===== src/design/eth_mac_upper_pkg.sv =====
// Purpose: shared constants and types for the MAC upper register bank
// Assumes: APB byte addresses, 32-bit data, 250 MHz mclk
// Notes: field positions, reset values and management frame layout
package eth_mac_upper_pkg;
  localparam logic [7:0] OFF_STATION_HIGH = 8'h08;
  localparam logic [7:0] OFF_STATION_LOW = 8'h0c;
  localparam logic [7:0] OFF_MGMT = 8'h10;
  localparam logic [7:0] OFF_TX_TABLE = 8'h14;
  localparam logic [7:0] OFF_RX_TABLE = 8'h18;
  localparam logic [7:0] OFF_DBG_IP = 8'h1c;
  localparam logic [7:0] OFF_HASH_UPPER = 8'h20;
  localparam logic [7:0] OFF_HASH_LOWER = 8'h24;
  localparam logic [7:0] OFF_DBG_MAC_UPPER = 8'h28;
  localparam logic [7:0] OFF_DBG_MAC_LOWER = 8'h2c;

  localparam int DATA_LSB = 16;
  localparam int PHYSEL_LSB = 11;
  localparam int REGSEL_LSB = 6;
  localparam int BUSY_BIT = 3;
  localparam int LF_BIT = 2;
  localparam int RD_BIT = 1;
  localparam int WR_BIT = 0;
  localparam int BASE_LSB = 10;
  localparam int IDX_LSB = 3;
  localparam int IDX_W = 7;
  localparam int HALF_W = 16;
  localparam int ADDR5_W = 5;
  localparam int STRAP_W = 4;

  localparam logic [15:0] DATA_RST = 16'h0000;
  localparam logic [4:0] PHYSEL_RST0 = 5'h01;
  localparam logic [4:0] PHYSEL_RST1 = 5'h02;
  localparam logic [4:0] REGSEL_RST = 5'h00;
  localparam logic LF_RST = 1'b1;
  localparam logic [6:0] IDX_RST = 7'h00;
  localparam logic [31:0] IP_RST0 = 32'hc0a80010;
  localparam logic [31:0] IP_RST1 = 32'hc0a80020;
  localparam logic [1:0] STRAP_SETTLE = 2'h2;

  localparam logic [31:0] MDIO_PREAMBLE = 32'hffffffff;
  localparam logic [1:0] MDIO_START = 2'h1;
  localparam logic [1:0] MDIO_OP_READ = 2'h2;
  localparam logic [1:0] MDIO_OP_WRITE = 2'h1;
  localparam logic [1:0] MDIO_TA_WRITE = 2'h2;
  localparam logic [5:0] MDIO_RELEASE_BIT = 6'h2e;
  localparam logic [5:0] MDIO_TA_BIT = 6'h2f;
  localparam logic [5:0] MDIO_LAST_BIT = 6'h3f;

  localparam int CLK_NS = 4;
  localparam int MDC_HALF_NS = 200;
  localparam int MDC_HALF_CYC = (MDC_HALF_NS + CLK_NS - 1) / CLK_NS;

  typedef enum {MGMT_IDLE, MGMT_LOW, MGMT_HIGH} mgmtState_t;
endpackage : eth_mac_upper_pkg


===== src/design/eth_mac_upper_register_bank.sv =====
// Purpose: MAC upper register bank with PHY management engine, APB slave
// Assumes: single mclk domain, mdioIn and strap pins asynchronous
// Notes: station, hash and table base fields hold their value over reset
//
// The APB slave port is this design's own decision.
module eth_mac_upper_register_bank #(
  parameter bit INSTANCE = 1'b0,
  parameter int MDC_HALF = eth_mac_upper_pkg::MDC_HALF_CYC,
  // arbitrary neutral preset values
  parameter logic [15:0] DBG_MAC_UPPER_RST = 16'h0a0b,
  parameter logic [31:0] DBG_MAC_LOWER_RST0 = 32'h00c0ff10,
  parameter logic [31:0] DBG_MAC_LOWER_RST1 = 32'h00c0ff20
) (
  input wire logic mclk,
  input wire logic nrst,
  input wire logic ce,
  input wire logic [7:0] paddr,
  input wire logic psel,
  input wire logic penable,
  input wire logic pwrite,
  input wire logic [31:0] pwdata,
  output logic [31:0] prdata,
  output logic pready,
  output logic pslverr,
  input wire logic txDescAdvance,
  input wire logic rxDescAdvance,
  input wire logic ipStrapEnable,
  input wire logic [3:0] ipStrapBits,
  output logic mdc,
  output logic mdioOut,
  output logic mdioOe,
  input wire logic mdioIn,
  output logic [47:0] stationAddress,
  output logic [63:0] multicastHash,
  output logic [31:0] txDescAddress,
  output logic [31:0] rxDescAddress,
  output logic [31:0] debugIpAddress,
  output logic [47:0] debugMacAddress
);

  function automatic logic isMapped(input logic [7:0] a);
    isMapped = (a >= eth_mac_upper_pkg::OFF_STATION_HIGH) && (a <= eth_mac_upper_pkg::OFF_DBG_MAC_LOWER)
      && (a[1:0] == 2'h0);
  endfunction : isMapped

  logic [31:0] stationLow_q;
  logic [15:0] stationHigh_q;
  logic [31:0] hashUpper_q;
  logic [31:0] hashLower_q;
  logic [21:0] txBase_q;
  logic [21:0] rxBase_q;
  logic [6:0] txIdx_q;
  logic [6:0] rxIdx_q;
  logic [31:0] dbgIp_q;
  logic [15:0] dbgMacUpper_q;
  logic [31:0] dbgMacLower_q;
  logic [15:0] mgmtData_q;
  logic [4:0] phySelect_q;
  logic [4:0] phyRegisterSelect_q;
  logic managementBusy_q;
  logic linkFailureFlag_q;
  logic opRead_q;
  logic [31:0] prdata_q;
  logic [4:0] strapSync1_q;
  logic [4:0] strapSync2_q;
  logic [1:0] strapWait_q;
  logic strapDone_q;
  logic mdioSync1_q;
  logic mdioSync2_q;
  eth_mac_upper_pkg::mgmtState_t mgmtState_q;
  logic [11:0] halfCnt_q;
  logic [5:0] bitCnt_q;
  logic [63:0] frame_q;
  logic [15:0] rdShift_q;
  logic mdc_q;
  logic mdioOe_q;
  logic [31:0] rdValue;
  logic wrEn;
  logic mgmtWr;
  logic startRead;
  logic startWrite;
  logic halfEnd;
  logic bitEnd;

  ////////////////////////////////////////////////////////////////////////////
  // apb slave
  assign pready = psel && penable && ce;
  assign pslverr = pready && !isMapped(paddr);
  assign prdata = prdata_q;
  assign wrEn = pready && pwrite && isMapped(paddr);
  assign mgmtWr = wrEn && (paddr == eth_mac_upper_pkg::OFF_MGMT) && !managementBusy_q;
  // read wins if both start bits are set
  assign startRead = mgmtWr && pwdata[eth_mac_upper_pkg::RD_BIT];
  assign startWrite = mgmtWr && !pwdata[eth_mac_upper_pkg::RD_BIT] && pwdata[eth_mac_upper_pkg::WR_BIT];

  always_comb
  begin
    rdValue = 32'h00000000;
    case (paddr)
      eth_mac_upper_pkg::OFF_STATION_HIGH: rdValue = {16'h0000, stationHigh_q};
      eth_mac_upper_pkg::OFF_STATION_LOW: rdValue = stationLow_q;
      eth_mac_upper_pkg::OFF_MGMT: rdValue = {mgmtData_q, phySelect_q, phyRegisterSelect_q, 2'h0,
        managementBusy_q, linkFailureFlag_q, managementBusy_q && opRead_q, managementBusy_q && !opRead_q};
      eth_mac_upper_pkg::OFF_TX_TABLE: rdValue = txDescAddress;
      eth_mac_upper_pkg::OFF_RX_TABLE: rdValue = rxDescAddress;
      eth_mac_upper_pkg::OFF_DBG_IP: rdValue = dbgIp_q;
      eth_mac_upper_pkg::OFF_HASH_UPPER: rdValue = hashUpper_q;
      eth_mac_upper_pkg::OFF_HASH_LOWER: rdValue = hashLower_q;
      eth_mac_upper_pkg::OFF_DBG_MAC_UPPER: rdValue = {16'h0000, dbgMacUpper_q};
      eth_mac_upper_pkg::OFF_DBG_MAC_LOWER: rdValue = dbgMacLower_q;
      default: rdValue = 32'h00000000;
    endcase
  end

  // read data captured in the setup cycle
  always_ff @(posedge mclk or negedge nrst)
  begin
    if (!nrst)
      prdata_q <= 32'h00000000;
    else if (ce && psel && !penable)
      prdata_q <= rdValue;
  end

  ////////////////////////////////////////////////////////////////////////////
  // storage kept over reset
  always_ff @(posedge mclk)
  begin
    if (ce && wrEn)
    begin
      case (paddr)
        eth_mac_upper_pkg::OFF_STATION_LOW: stationLow_q <= pwdata;
        eth_mac_upper_pkg::OFF_STATION_HIGH: stationHigh_q <= pwdata[15:0];
        eth_mac_upper_pkg::OFF_HASH_UPPER: hashUpper_q <= pwdata;
        eth_mac_upper_pkg::OFF_HASH_LOWER: hashLower_q <= pwdata;
        eth_mac_upper_pkg::OFF_TX_TABLE: txBase_q <= pwdata[31:eth_mac_upper_pkg::BASE_LSB];
        eth_mac_upper_pkg::OFF_RX_TABLE: rxBase_q <= pwdata[31:eth_mac_upper_pkg::BASE_LSB];
        default: ;
      endcase
    end
  end

  assign stationAddress = {stationHigh_q, stationLow_q};
  assign multicastHash = {hashUpper_q, hashLower_q};
  assign txDescAddress = {txBase_q, txIdx_q, 3'h0};
  assign rxDescAddress = {rxBase_q, rxIdx_q, 3'h0};

  ////////////////////////////////////////////////////////////////////////////
  // descriptor index: advance is applied on top of a same-cycle write
  always_ff @(posedge mclk or negedge nrst)
  begin
    if (!nrst)
    begin
      txIdx_q <= eth_mac_upper_pkg::IDX_RST;
      rxIdx_q <= eth_mac_upper_pkg::IDX_RST;
    end
    else if (ce)
    begin
      txIdx_q <= ((wrEn && paddr == eth_mac_upper_pkg::OFF_TX_TABLE) ?
        pwdata[eth_mac_upper_pkg::IDX_LSB +: eth_mac_upper_pkg::IDX_W] : txIdx_q) + 7'(txDescAdvance);
      rxIdx_q <= ((wrEn && paddr == eth_mac_upper_pkg::OFF_RX_TABLE) ?
        pwdata[eth_mac_upper_pkg::IDX_LSB +: eth_mac_upper_pkg::IDX_W] : rxIdx_q) + 7'(rxDescAdvance);
    end
  end

  ////////////////////////////////////////////////////////////////////////////
  // debug link address registers and strap
  always_ff @(posedge mclk or negedge nrst)
  begin
    if (!nrst)
    begin
      strapSync1_q <= 5'h00;
      strapSync2_q <= 5'h00;
      strapWait_q <= 2'h0;
      strapDone_q <= 1'b0;
    end
    else if (ce)
    begin
      strapSync1_q <= {ipStrapEnable, ipStrapBits};
      strapSync2_q <= strapSync1_q;
      if (strapWait_q != eth_mac_upper_pkg::STRAP_SETTLE)
        strapWait_q <= strapWait_q + 2'h1;
      else
        strapDone_q <= 1'b1;
    end
  end

  always_ff @(posedge mclk or negedge nrst)
  begin
    if (!nrst)
    begin
      dbgIp_q <= INSTANCE ? eth_mac_upper_pkg::IP_RST1 : eth_mac_upper_pkg::IP_RST0;
      dbgMacUpper_q <= DBG_MAC_UPPER_RST;
      dbgMacLower_q <= INSTANCE ? DBG_MAC_LOWER_RST1 : DBG_MAC_LOWER_RST0;
    end
    else if (ce)
    begin
      if (wrEn && paddr == eth_mac_upper_pkg::OFF_DBG_IP)
        dbgIp_q <= pwdata;
      else if (!strapDone_q && strapWait_q == eth_mac_upper_pkg::STRAP_SETTLE && strapSync2_q[4])
        dbgIp_q[eth_mac_upper_pkg::STRAP_W-1:0] <= strapSync2_q[3:0];
      if (wrEn && paddr == eth_mac_upper_pkg::OFF_DBG_MAC_UPPER)
        dbgMacUpper_q <= pwdata[15:0];
      if (wrEn && paddr == eth_mac_upper_pkg::OFF_DBG_MAC_LOWER)
        dbgMacLower_q <= pwdata;
    end
  end

  assign debugIpAddress = dbgIp_q;
  assign debugMacAddress = {dbgMacUpper_q, dbgMacLower_q};

  ////////////////////////////////////////////////////////////////////////////
  // management command fields
  always_ff @(posedge mclk or negedge nrst)
  begin
    if (!nrst)
    begin
      mgmtData_q <= eth_mac_upper_pkg::DATA_RST;
      phySelect_q <= INSTANCE ? eth_mac_upper_pkg::PHYSEL_RST1 : eth_mac_upper_pkg::PHYSEL_RST0;
      phyRegisterSelect_q <= eth_mac_upper_pkg::REGSEL_RST;
    end
    else if (ce)
    begin
      if (mgmtWr)
      begin
        mgmtData_q <= pwdata[eth_mac_upper_pkg::DATA_LSB +: eth_mac_upper_pkg::HALF_W];
        phySelect_q <= pwdata[eth_mac_upper_pkg::PHYSEL_LSB +: eth_mac_upper_pkg::ADDR5_W];
        phyRegisterSelect_q <= pwdata[eth_mac_upper_pkg::REGSEL_LSB +: eth_mac_upper_pkg::ADDR5_W];
      end
      else if (bitEnd && bitCnt_q == eth_mac_upper_pkg::MDIO_LAST_BIT && opRead_q)
        mgmtData_q <= {rdShift_q[14:0], mdioSync2_q};
    end
  end

  ////////////////////////////////////////////////////////////////////////////
  // management frame engine
  assign halfEnd = (halfCnt_q == 12'(MDC_HALF - 1));
  assign bitEnd = (mgmtState_q == eth_mac_upper_pkg::MGMT_HIGH) && halfEnd;

  always_ff @(posedge mclk or negedge nrst)
  begin
    if (!nrst)
    begin
      mdioSync1_q <= 1'b1;
      mdioSync2_q <= 1'b1;
    end
    else if (ce)
    begin
      mdioSync1_q <= mdioIn;
      mdioSync2_q <= mdioSync1_q;
    end
  end

  always_ff @(posedge mclk or negedge nrst)
  begin
    if (!nrst)
    begin
      mgmtState_q <= eth_mac_upper_pkg::MGMT_IDLE;
      halfCnt_q <= 12'h000;
      bitCnt_q <= 6'h00;
      frame_q <= 64'h0000000000000000;
      rdShift_q <= 16'h0000;
      mdc_q <= 1'b0;
      mdioOe_q <= 1'b0;
      managementBusy_q <= 1'b0;
      linkFailureFlag_q <= eth_mac_upper_pkg::LF_RST;
      opRead_q <= 1'b0;
    end
    else if (ce)
    begin
      case (mgmtState_q)
        eth_mac_upper_pkg::MGMT_IDLE:
        begin
          if (startRead || startWrite)
          begin
            mgmtState_q <= eth_mac_upper_pkg::MGMT_LOW;
            managementBusy_q <= 1'b1;
            opRead_q <= startRead;
            halfCnt_q <= 12'h000;
            bitCnt_q <= 6'h00;
            mdioOe_q <= 1'b1;
            frame_q <= {eth_mac_upper_pkg::MDIO_PREAMBLE, eth_mac_upper_pkg::MDIO_START,
              startRead ? eth_mac_upper_pkg::MDIO_OP_READ : eth_mac_upper_pkg::MDIO_OP_WRITE,
              pwdata[eth_mac_upper_pkg::PHYSEL_LSB +: eth_mac_upper_pkg::ADDR5_W],
              pwdata[eth_mac_upper_pkg::REGSEL_LSB +: eth_mac_upper_pkg::ADDR5_W],
              eth_mac_upper_pkg::MDIO_TA_WRITE,
              pwdata[eth_mac_upper_pkg::DATA_LSB +: eth_mac_upper_pkg::HALF_W]};
          end
        end
        eth_mac_upper_pkg::MGMT_LOW:
        begin
          halfCnt_q <= halfEnd ? 12'h000 : halfCnt_q + 12'h001;
          if (halfEnd)
          begin
            mgmtState_q <= eth_mac_upper_pkg::MGMT_HIGH;
            mdc_q <= 1'b1;
          end
        end
        eth_mac_upper_pkg::MGMT_HIGH:
        begin
          halfCnt_q <= halfEnd ? 12'h000 : halfCnt_q + 12'h001;
          if (halfEnd)
          begin
            mdc_q <= 1'b0;
            frame_q <= {frame_q[62:0], 1'b0};
            rdShift_q <= {rdShift_q[14:0], mdioSync2_q};
            bitCnt_q <= bitCnt_q + 6'h01;
            if (opRead_q && bitCnt_q + 6'h01 == eth_mac_upper_pkg::MDIO_RELEASE_BIT)
              mdioOe_q <= 1'b0;
            if (bitCnt_q == eth_mac_upper_pkg::MDIO_TA_BIT && opRead_q)
              linkFailureFlag_q <= mdioSync2_q;
            if (bitCnt_q == eth_mac_upper_pkg::MDIO_LAST_BIT)
            begin
              mgmtState_q <= eth_mac_upper_pkg::MGMT_IDLE;
              managementBusy_q <= 1'b0;
              mdioOe_q <= 1'b0;
              if (!opRead_q)
                linkFailureFlag_q <= 1'b0;
            end
            else
              mgmtState_q <= eth_mac_upper_pkg::MGMT_LOW;
          end
        end
        default: mgmtState_q <= eth_mac_upper_pkg::MGMT_IDLE;
      endcase
    end
  end

  assign mdc = mdc_q;
  assign mdioOut = frame_q[63];
  assign mdioOe = mdioOe_q;

  ////////////////////////////////////////////////////////////////////////////
  // checks
  AST_BUSY_START: assert property (@(posedge mclk) disable iff (!nrst)
    (ce && (startRead || startWrite)) |=> managementBusy_q)
    else $error("busy not set after start");

  AST_BUSY_HOLD: assert property (@(posedge mclk) disable iff (!nrst)
    $rose(managementBusy_q) |-> managementBusy_q [*8])
    else $error("busy dropped early");

  AST_IDLE_LINE: assert property (@(posedge mclk) disable iff (!nrst)
    !managementBusy_q |-> (!mdc && !mdioOe && mgmtState_q == eth_mac_upper_pkg::MGMT_IDLE))
    else $error("management line active while idle");

  AST_LF_STABLE: assert property (@(posedge mclk) disable iff (!nrst)
    (!managementBusy_q && $past(!managementBusy_q)) |-> $stable(linkFailureFlag_q))
    else $error("link failure flag changed while idle");

  AST_WRITE_DATA: assert property (@(posedge mclk) disable iff (!nrst)
    (managementBusy_q && $past(managementBusy_q) && !opRead_q) |-> $stable(mgmtData_q))
    else $error("data field changed during write");

  AST_PREAMBLE: assert property (@(posedge mclk) disable iff (!nrst)
    (ce && (startRead || startWrite)) |=> (mdioOut && mdioOe) [*8])
    else $error("preamble not driven");

  AST_READ_RELEASE: assert property (@(posedge mclk) disable iff (!nrst)
    (managementBusy_q && opRead_q && bitCnt_q > eth_mac_upper_pkg::MDIO_RELEASE_BIT) |-> !mdioOe)
    else $error("line driven during read turnaround");

  AST_PTR_ADV: assert property (@(posedge mclk) disable iff (!nrst)
    (ce && txDescAdvance && !(wrEn && paddr == eth_mac_upper_pkg::OFF_TX_TABLE))
      |=> txIdx_q == $past(txIdx_q) + 7'h01)
    else $error("descriptor index did not advance");

  AST_PHYSEL: assert property (@(posedge mclk) disable iff (!nrst)
    (ce && mgmtWr) |=> phySelect_q == $past(pwdata[15:11]) && phyRegisterSelect_q == $past(pwdata[10:6]))
    else $error("select fields not written");

  AST_HASH: assert property (@(posedge mclk) disable iff (!nrst)
    (ce && wrEn && paddr == eth_mac_upper_pkg::OFF_HASH_UPPER) |=> multicastHash[63:32] == $past(pwdata))
    else $error("hash upper half not written");

  AST_SLVERR: assert property (@(posedge mclk) disable iff (!nrst)
    (pready && isMapped(paddr)) |-> !pslverr)
    else $error("error on mapped address");

endmodule : eth_mac_upper_register_bank


===== config.mk =====
export PLATFORM = sky130hd
export DESIGN_NAME = eth_mac_upper_register_bank
export DESIGN_NICKNAME = d
export VERILOG_FILES = /design/src/design/eth_mac_upper_pkg.sv /design/src/design/eth_mac_upper_register_bank.sv
export SDC_FILE = /design/constraint.sdc
export NUM_CORES = 1
export LEC_CHECK = 0
export ABC_CLOCK_PERIOD_IN_PS = 3500
export BUFFER_PORTS_ARGS = -buffer_cell sky130_fd_sc_hd__buf_2
export CELL_PAD_IN_SITES_DETAIL_PLACEMENT = 0
export CELL_PAD_IN_SITES_GLOBAL_PLACEMENT = 1
export CORE_MARGIN = 5
export CORE_UTILIZATION = 45
export CTS_CLUSTER_SIZE = 16
export DETAILED_ROUTE_END_ITERATION = 6
export PLACE_DENSITY = 0.86
export SLEW_MARGIN = 20
export SYNTH_ARGS = -nofsm -noshare
export SYNTH_HDL_FRONTEND = slang
export SYNTH_SLANG_ARGS = --single-unit

===== constraint.sdc =====
create_clock -name mclk -period 3.5 [get_ports mclk]
set_input_delay 0.7 -clock mclk [delete_from_list [all_inputs] [get_ports mclk]]
set_output_delay 0.7 -clock mclk [all_outputs]
set_load 0.05 [all_outputs]

==> flow_metrics.py, run 1 <==
metrics = {
    "run_status": {
        "status": "complete, but fails checks",
        "failed_checks": "design-rule violations",
    },
    "synthesis": {
        "yosysSeqAreaShare_pct": 61.5,
        "synth_top_cell_by_area": "dfrtp_1",
        "ys_ff_latch": 427,
        "synth_edf_count": 156,
        "synth.area.top_cells": "dfrtp_1 33%, edfxtp_1 25%, mux2_2 10%",
        "synthFlopType": "dfrtp_1",
        "yosys_warnings": 0,
        "synth_area_um2": 18700,
        "syn_inst": 1420,
        "syn_area_per_cell_um2": 13.2,
        "async_flop_share_pct": 63.5,
        "yosysUniqueCellTypes": 79,
        "synth.top_cell.area_share_pct": 32.8,
    },
    "cts": {
        "cts_tree": "done",
        "cts.htree.levels": 2,
        "cts_resized": 0,
        "cts_buffers": 44,
        "clockBufferDepth": 3,
        "cts.clk_slew.worst_paths_ns": 0.06,
        "clock_latency_ns": 0.58,
        "cts_setup_buffers": 0,
        "cts-root-buf": "clkbuf_16",
        "cts.sinks": 427,
        "cts_hold_buf": 0,
    },
    "layout": {
        "num-nets-final": 1856,
        "utilization_pct": 55.8,
        "multiInputGateArea_um2": 6830,
        "drive_gt1_share_pct": 38.8,
        "area_growth_pct": 22.1,
        "final-seq-area_um2": 11500,
        "nFillCells": 3370,
        "design_area_um2": 22800,
    },
    "timing": {
        "slew_viol_final": 0,
        "max_freq_mhz": 344,
        "layout_min_cycle_time_ns": 2.90,
        "rsz0062_at_grt": "no",
        "skew_ns": 0.0388,
        "tightest_slew_ns": 0.918,
        "hold_viol": 0,
        "maxSlewHeadroom_pct": 38.8,
        "setup_viol": 0,
        "fin_crit_sh_pct": 83.0,
    },
    "drt": {
        "vias": 14700,
        "drt_iter0_drc": 1660,
        "wl_per_cell_um": 28.1,
        "wl_mm": 66.2,
        "viasPerCell": 6.21,
        "drc": 1,
        "drt_pass1_iterations": 7,
        "ant_nets": 0,
    },
    "floorplanning": {
        "core_um2": 40900,
        "io_pins": 347,
        "initial_utilization_pct": 45.7,
        "rows": 74,
        "die_h_um": 214,
        "dieArea_um2": 45700,
        "die_x_um": 214,
    },
    "worst_setup_path": {
        "cp-start-kind": "flop",
        "r2r_start": "halfCnt_q[1]$_DFFE_PN0P_",
        "cp_max_fo": 62,
        "crit_slowest_cell": "or4b_1",
        "crit_path_start": "halfCnt_q[1]$_DFFE_PN0P_",
        "crit_buf_inv": 2,
        "cp.depth": 8,
        "crit_type": "reg -> reg",
        "r2r_cells": 8,
        "worstPathArrival_ns": 3.35,
        "critPathMaxStageDelay_ns": 0.59,
        "end_kind": "flop",
        "critical_path.top_delay_family": "simple AND/OR/NAND/NOR gates",
        "crit_required_ns": 3.94,
        "cp_cell_sequence": "inv_1, ha_1, or4b_1, or3_4, and2_4, nor3_4, buf_12, mux2_2",
    },
    "placed_design": {
        "routabilityCongestion": 0.968,
        "post-dp-hpwl_mm": 46.2,
        "portBuffers": 340,
        "placed_area_um2": 21400,
    },
    "power": {
        "combPwrFrac_pct": 14.5,
        "ir_drop_v": 0.000431,
        "p_leak_nw": 9.91,
        "p_sw_w": 0.00345,
        "cellPowerDensity_nw_per_um2": 536,
        "switching_share_pct": 28.2,
        "p_int_w": 0.00877,
        "p_clk_share_pct": 36.8,
        "power_frac_seq_pct": 48.7,
    },
    "global_route": {
        "grt_pass1_vias": 14400,
        "grt-ovfl-total": 0,
        "grtUsageTotal_pct": 28.0,
        "grt_pass1_wl_mm": 94.9,
        "grt_max_degree": 89,
        "antenna_found_initial": 1,
    },
    "hold_path": {
        "holdCritPathClass": "in -> async",
    },
    "flow_run": {
        "cap_violations": 0,
    },
}
==> state kept, by name (all words and copies together) (netlist names), 5 cells and up <==
signal / count
debugIpAddress: 32
strapSync2_q: 5
phyRegisterSelect_q: 5
frame_q: 64
prdata: 32
phySelect_q: 5
txIdx_q: 7
stationLow_q: 32
halfCnt_q: 12
strapSync1_q: 5
rxBase_q: 22
txBase_q: 22
stationHigh_q: 16
bitCnt_q: 6
dbgMacUpper_q: 16
dbgMacLower_q: 32
mgmtData_q: 16
hashLower_q: 32
rxIdx_q: 7
hashUpper_q: 32
rdShift_q: 15
==> Yosys cell counts, types with 16 or more instances <==
| cell | instances |
|---|---|
| a22oi_1 | 28 |
| inv_1 | 16 |
| nand3_1 | 31 |
| nor3_1 | 23 |
| dfstp_2 | 26 |
| mux2_2 | 172 |
| dfrtp_1 | 245 |
| o21ai_0 | 58 |
| nor2_1 | 48 |
| nand2_1 | 117 |
| a21oi_1 | 27 |
| edfxtp_1 | 156 |
| clkbuf_1 | 70 |
| a22o_1 | 25 |
| mux2i_1 | 53 |
| o31ai_1 | 18 |
| o22a_1 | 33 |
==> final cells by class <==
cell class	instances	share of cell area, %
flip-flops and latches	427	50.4
multi-input cells	880	29.9
repair buffers	420	10.5
clock buffers	56	5.25
well taps	532	2.92
clock inverters	26	0.740
inverters	16	0.263
diodes	1	0.0110
==> worst register-to-register path, cell delays in order (launching register included) <==
cell and delay, ns:
dfrtp_1 0.43, inv_1 0.08, ha_1 0.13, or4b_1 0.59, or3_4 0.47, and2_4 0.20, nor3_4 0.19, buf_12 0.30
mux2_2 0.42
==> through the flow <==
step | worst slack (ns) | setup TNS (ns) | cells | hold WS (ns) | power (W)
after global placement | 0.214 | 0 | 2275 | 0.429 | 0.00773
final | 0.596 | 0 | 2358 | 0.0809 | 0.0122
after CTS | 0.593 | 0 | 2357 | 0.0714 | 0.0123
after global routing | 0.481 | 0 | 2357 | 0.100 | 0.0127
after detailed placement | 0.159 | 0 | 2275 | 0.449 | 0.00780
after floorplan | -0.147 | -0.726 | 1425 | 0.404 | 0.00716
==> cell families (layout without fill, tap and decap cells) <==
family | count (synthesis) | after routing | share of synthesized area [%]
flip-flops | 427 | 427 | 61.5
AO/OA/AOI/OAI | 312 | 312 | 12.4
AND/OR/NAND/NOR | 310 | 310 | 8.51
multiplexers | 228 | 228 | 13.4
buffers and inverters | 118 | 518 | 2.72
adder cells (fa/ha/maj) | 13 | 13 | 0.870
XOR/XNOR | 11 | 11 | 0.515
other | 1 | 7 | 0.0201
==> worst paths after layout <==
path	to	slack, ns
worst max register to register	frame_q[6]$_DFFE_PN0P_	0.60
worst max-delay path	frame_q[6]$_DFFE_PN0P_	0.60
min in group mclk	strapSync1_q[2]$_DFFE_PN0P_	0.36
max in group asynchronous	dbgMacLower_q[8]$_DFFE_PN1P_	2.48
worst min-delay path	frame_q[9]$_DFFE_PN0P_	0.08
worst min register to register	strapDone_q$_DFFE_PN0P_	0.46
==> cell usage in the layout (no fill, tap or decap), drive strengths merged, types with 6 or more instances in the layout <==
master	netlist	routed
o22a	33	33
mux2	174	174
a221oi	7	7
inv	16	18
a222oi	15	15
nand4	11	11
xnor2	9	9
clkinv	0	22
o21ai	58	58
dfrtp	245	245
nor3b	6	6
a22oi	28	28
o22ai	11	11
edfxtp	156	156
conb	1	6
buf	32	420
nor4	8	8
a22o	25	25
a31oi	9	9
and3	14	14
o2bb2ai	13	13
nand2	117	117
a211oi	6	6
nor2b	8	8
a21oi	27	27
o221ai	7	7
clkbuf	70	56
nand3	31	31
or3	6	6
a21o	8	8
o31ai	18	18
a32o	6	6
nor3	25	25
nor2	49	49
ha	13	13
mux2i	53	53
a32oi	11	11
nor4b	6	6
dfstp	26	26
==> power groups by stage <==
stage               Clock [W]  Combinational (W)  Sequential [W]
global placement            0            0.00171         0.00602
finish                0.00450            0.00177         0.00596
detailed placement          0            0.00176         0.00604
global route          0.00477            0.00190         0.00600
floorplan                   0           0.000928         0.00623
CTS                   0.00454            0.00177         0.00595
==> metal layers <==
layer  share of wire [%]  GRT usage, %
met3                  11          7.86
met5                   0             0
met1                  38          37.0
met4                 4.7          11.4
met2                  46          43.9
Note: power is estimated with default switching activity, not from simulation.
==> inputs of run 2 (changes only) <==
--- a/config.mk
+++ b/config.mk
@@ -5,15 +5,16 @@
 export SDC_FILE = /design/constraint.sdc
 export NUM_CORES = 1
 export LEC_CHECK = 0
-export ABC_CLOCK_PERIOD_IN_PS = 3500
+export ABC_AREA = 1
+export ABC_CLOCK_PERIOD_IN_PS = 2800
 export BUFFER_PORTS_ARGS = -buffer_cell sky130_fd_sc_hd__buf_2
 export CELL_PAD_IN_SITES_DETAIL_PLACEMENT = 0
 export CELL_PAD_IN_SITES_GLOBAL_PLACEMENT = 1
 export CORE_MARGIN = 5
-export CORE_UTILIZATION = 45
+export CORE_UTILIZATION = 43
 export CTS_CLUSTER_SIZE = 16
 export DETAILED_ROUTE_END_ITERATION = 6
-export PLACE_DENSITY = 0.86
+export PLACE_DENSITY = 0.87
 export SLEW_MARGIN = 20
 export SYNTH_ARGS = -nofsm -noshare
 export SYNTH_HDL_FRONTEND = slang
==> constraint.sdc (replaced) <==
create_clock -name mclk -period 2.8 [get_ports mclk]
set_input_delay 0.56 -clock mclk [delete_from_list [all_inputs] [get_ports mclk]]
set_output_delay 0.56 -clock mclk [all_outputs]
set_load 0.05 [all_outputs]
==> flow_metrics.py, run 2 <==
metrics = {
    "synthesis": {
        "synth_top_cell_by_area": "dfrtp_1",
        "ys_ff_latch": 427,
        "ys_top_cells_by_count": "483 x nand2_1, 245 x dfrtp_1, 237 x o21ai_0",
        "synth.top_cell.area_share_pct": 33.7,
        "yosys_warnings": 0,
        "synth_edf_count": 156,
        "yosysSeqAreaShare_pct": 63.2,
        "synth.area.top_cells": "dfrtp_1 34%, edfxtp_1 26%, nand2_1 10%",
        "syn_area_per_cell_um2": 9.82,
        "synth_area_um2": 18200,
        "yosysMostFrequentCell": "nand2_1",
        "async_flop_share_pct": 63.5,
        "syn_inst": 1853,
        "synthFlopType": "dfrtp_1",
        "yosysUniqueCellTypes": 46,
    },
    "worst_setup_path": {
        "crit_type": "in -> reg",
        "cp_max_fo": 12,
        "critPathMaxStageDelay_ns": 0.29,
        "crit_slowest_cell": "nor2_1",
        "worstPathArrival_ns": 2.66,
        "crit_top_cell": "nand3_1",
        "critical_path.top_delay_family": "simple AND/OR/NAND/NOR gates",
        "crit_required_ns": 3.26,
        "end_kind": "flop",
        "cp_cell_sequence": "buf_2, nor2_1, nand3_1, nor2_4, nand4_1, buf_4, nand2_1, and2_1, ha_1, nand3_1, nor2_1, nand3_1, nand3_1, nand2_1",
        "crit_buf_inv": 2,
        "cp-start-kind": "primary input",
    },
    "global_route": {
        "grt_max_degree": 75,
        "antenna_found_initial": 4,
        "grt-ovfl-total": 0,
        "grt_pass1_wl_mm": 91.3,
        "grt_pass1_vias": 14900,
        "grtUsageTotal_pct": 25.3,
    },
    "flow_run": {
        "cap_violations": 0,
    },
    "power": {
        "cellPowerDensity_nw_per_um2": 676,
        "ir_drop_v": 0.000455,
        "p_leak_nw": 10.8,
    },
    "timing": {
        "fin_hold_ws_ns": 0.203,
        "fin_crit_sh_pct": 78.6,
        "rsz0062_at_grt": "no",
        "skew_ns": 0.0156,
        "tightest_slew_ns": 0.622,
        "layout_min_cycle_time_ns": 2.20,
        "hold_viol": 0,
        "maxSlewHeadroom_pct": 58.2,
        "setup_viol": 0,
        "slew_viol_final": 0,
        "max_freq_mhz": 454,
    },
    "cts": {
        "clockBufferDepth": 3,
        "clock_latency_ns": 0.58,
        "cts_tree": "done",
        "cts.clk_slew.worst_paths_ns": 0.06,
        "cts_buffers": 45,
        "cts-root-buf": "clkbuf_16",
        "cts.htree.levels": 2,
        "cts.sinks": 427,
    },
    "layout": {
        "regMostFlops": "frame_q",
        "mostFrequentLayoutCells": "482 x nand2_1, 339 x buf_2, 245 x dfrtp_1, 237 x o21ai_0, 204 x inv_1",
        "num-nets-final": 2278,
        "design_area_um2": 22500,
        "area_growth_pct": 23.5,
        "largest_register_ffs": 64,
        "drive_gt1_share_pct": 23.4,
        "layout_commonest_cell": "nand2_1",
        "layout.cells.non_filler": 2789,
        "multiInputGateArea_um2": 5590,
        "final-seq-area_um2": 11500,
        "nFillCells": 3724,
    },
    "placed_design": {
        "post-dp-hpwl_mm": 42.2,
        "routabilityCongestion": 0.903,
        "dpl.cell_count": 2702,
        "portBuffers": 340,
        "placed_area_um2": 21000,
    },
    "drt": {
        "viasPerCell": 5.45,
        "drc": 0,
        "ant_nets": 0,
        "wl_mm": 60.3,
        "vias": 15200,
        "wl_per_cell_um": 21.6,
        "drt_iter0_drc": 1486,
        "drt_pass1_iterations": 5,
    },
    "floorplanning": {
        "initial_utilization_pct": 43.4,
        "die_x_um": 216,
        "core_um2": 41900,
        "io_pins": 347,
        "dieArea_um2": 46600,
        "rows": 75,
        "die_h_um": 216,
    },
    "hold_path": {
        "holdCritPathClass": "in -> reg",
    },
    "run_status": {
        "status": "finished clean",
    },
}
run 2: cell count changes after synthesis, sizes merged, moves of 33 or more:
cell,previous run,this run
o21ai,58,244
mux2i,53,0
mux2,174,5
nand3,31,68
nand2,117,489
o22a,33,0
inv,16,205
nor2,49,95
run 2: path summary, 6_finish.rpt:
| kind | end | slack [ns] | depth (start not counted) | startpoint |
|---|---|---|---|---|
| max in group asynchronous | debugIpAddress[4]$_DFFE_PN1P_ | 1.52 | 3 | nrst |
| min | strapSync1_q[4]$_DFFE_PN0P_ | 0.20 | 3 | ipStrapEnable |
| min reg2reg | strapSync2_q[3]$_DFFE_PN0P_ | 0.47 | 2 | strapSync2_q[3]$_DFFE_PN0P_ |
| min in group asynchronous | strapSync1_q[0]$_DFFE_PN0P_ | 0.47 | 2 | nrst |
| max | rxIdx_q[6]$_DFFE_PN0P_ | 0.60 | 14 | paddr[1] |
| max reg2reg | frame_q[10]$_DFFE_PN0P_ | 0.74 | 11 | mgmtState_q[0]$_DFFE_PN0P_ |
run 2: repair_timing:
item,CTS,global route
endpoints found under the setup margin,0,0
gates resized for setup,0,0
setup buffers,0,0
endpoints found under the hold margin,34,0
hold buffers,1,0
run 2: through the flow:
step / power (W) / setup TNS (ns) / setup slack [ns] / utilization [%]
final: 0.0152 / 0 / 0.599 / 53.6
after global routing: 0.0159 / 0 / 0.317 / 53.6
after CTS: 0.0153 / 0 / 0.652 / 53.6
after detailed placement: 0.00927 / 0 / 0.0585 / 50.0
after global placement: 0.00920 / 0 / 0.142 / 50.0
after floorplan: 0.00862 / -35.50 / -0.351 / -
run 2: area by class of cell:
type                    instances  share of cell area, %
well taps                     539                   3.00
inverters                     210                   3.50
clock buffers                  62                   5.79
multi-input cells            1127                   24.9
repair buffers                400                   10.8
flip-flops and latches        427                   51.1
clock inverters                22                  0.912
diodes                          2                 0.0223
run 2: tightest hold or removal path, stage by stage:
cell and delay, ns:
buf_2 0.08, nand2_1 0.05, nand2_1 0.05
run 2: metal layers:
| layer | vias to the layer above | track usage (%) | routed length (um) |
|---|---|---|---|
| li1 | 6948 | - | - |
| met1 | 7304 | 33.7 | 24000 |
| met2 | 781 | 40.5 | 28000 |
| met3 | 154 | 6.26 | 5810 |
| met4 | 4 | 9.60 | 2400 |
| met5 | - | 0 | 27 |
run 2: cells by family (layout without fill, tap and decap cells):
logic type,after synthesis,count (layout),synth area share (%)
buffers and inverters,304,694,6.62
AOI/OAI and AO/OA,408,408,13.2
xor gates and xnor gates,7,7,0.337
adders and majority gates,13,13,0.893
muxes,5,5,0.309
other,1,8,0.0206
and+or+nand+nor,688,688,15.5
DFF,427,427,63.2
run 2: report_power, final:
part / internal [W] / switching (W)
registers: 0.00704 / 0.000370
logic: 0.000569 / 0.00117
clock network: 0.00355 / 0.00251
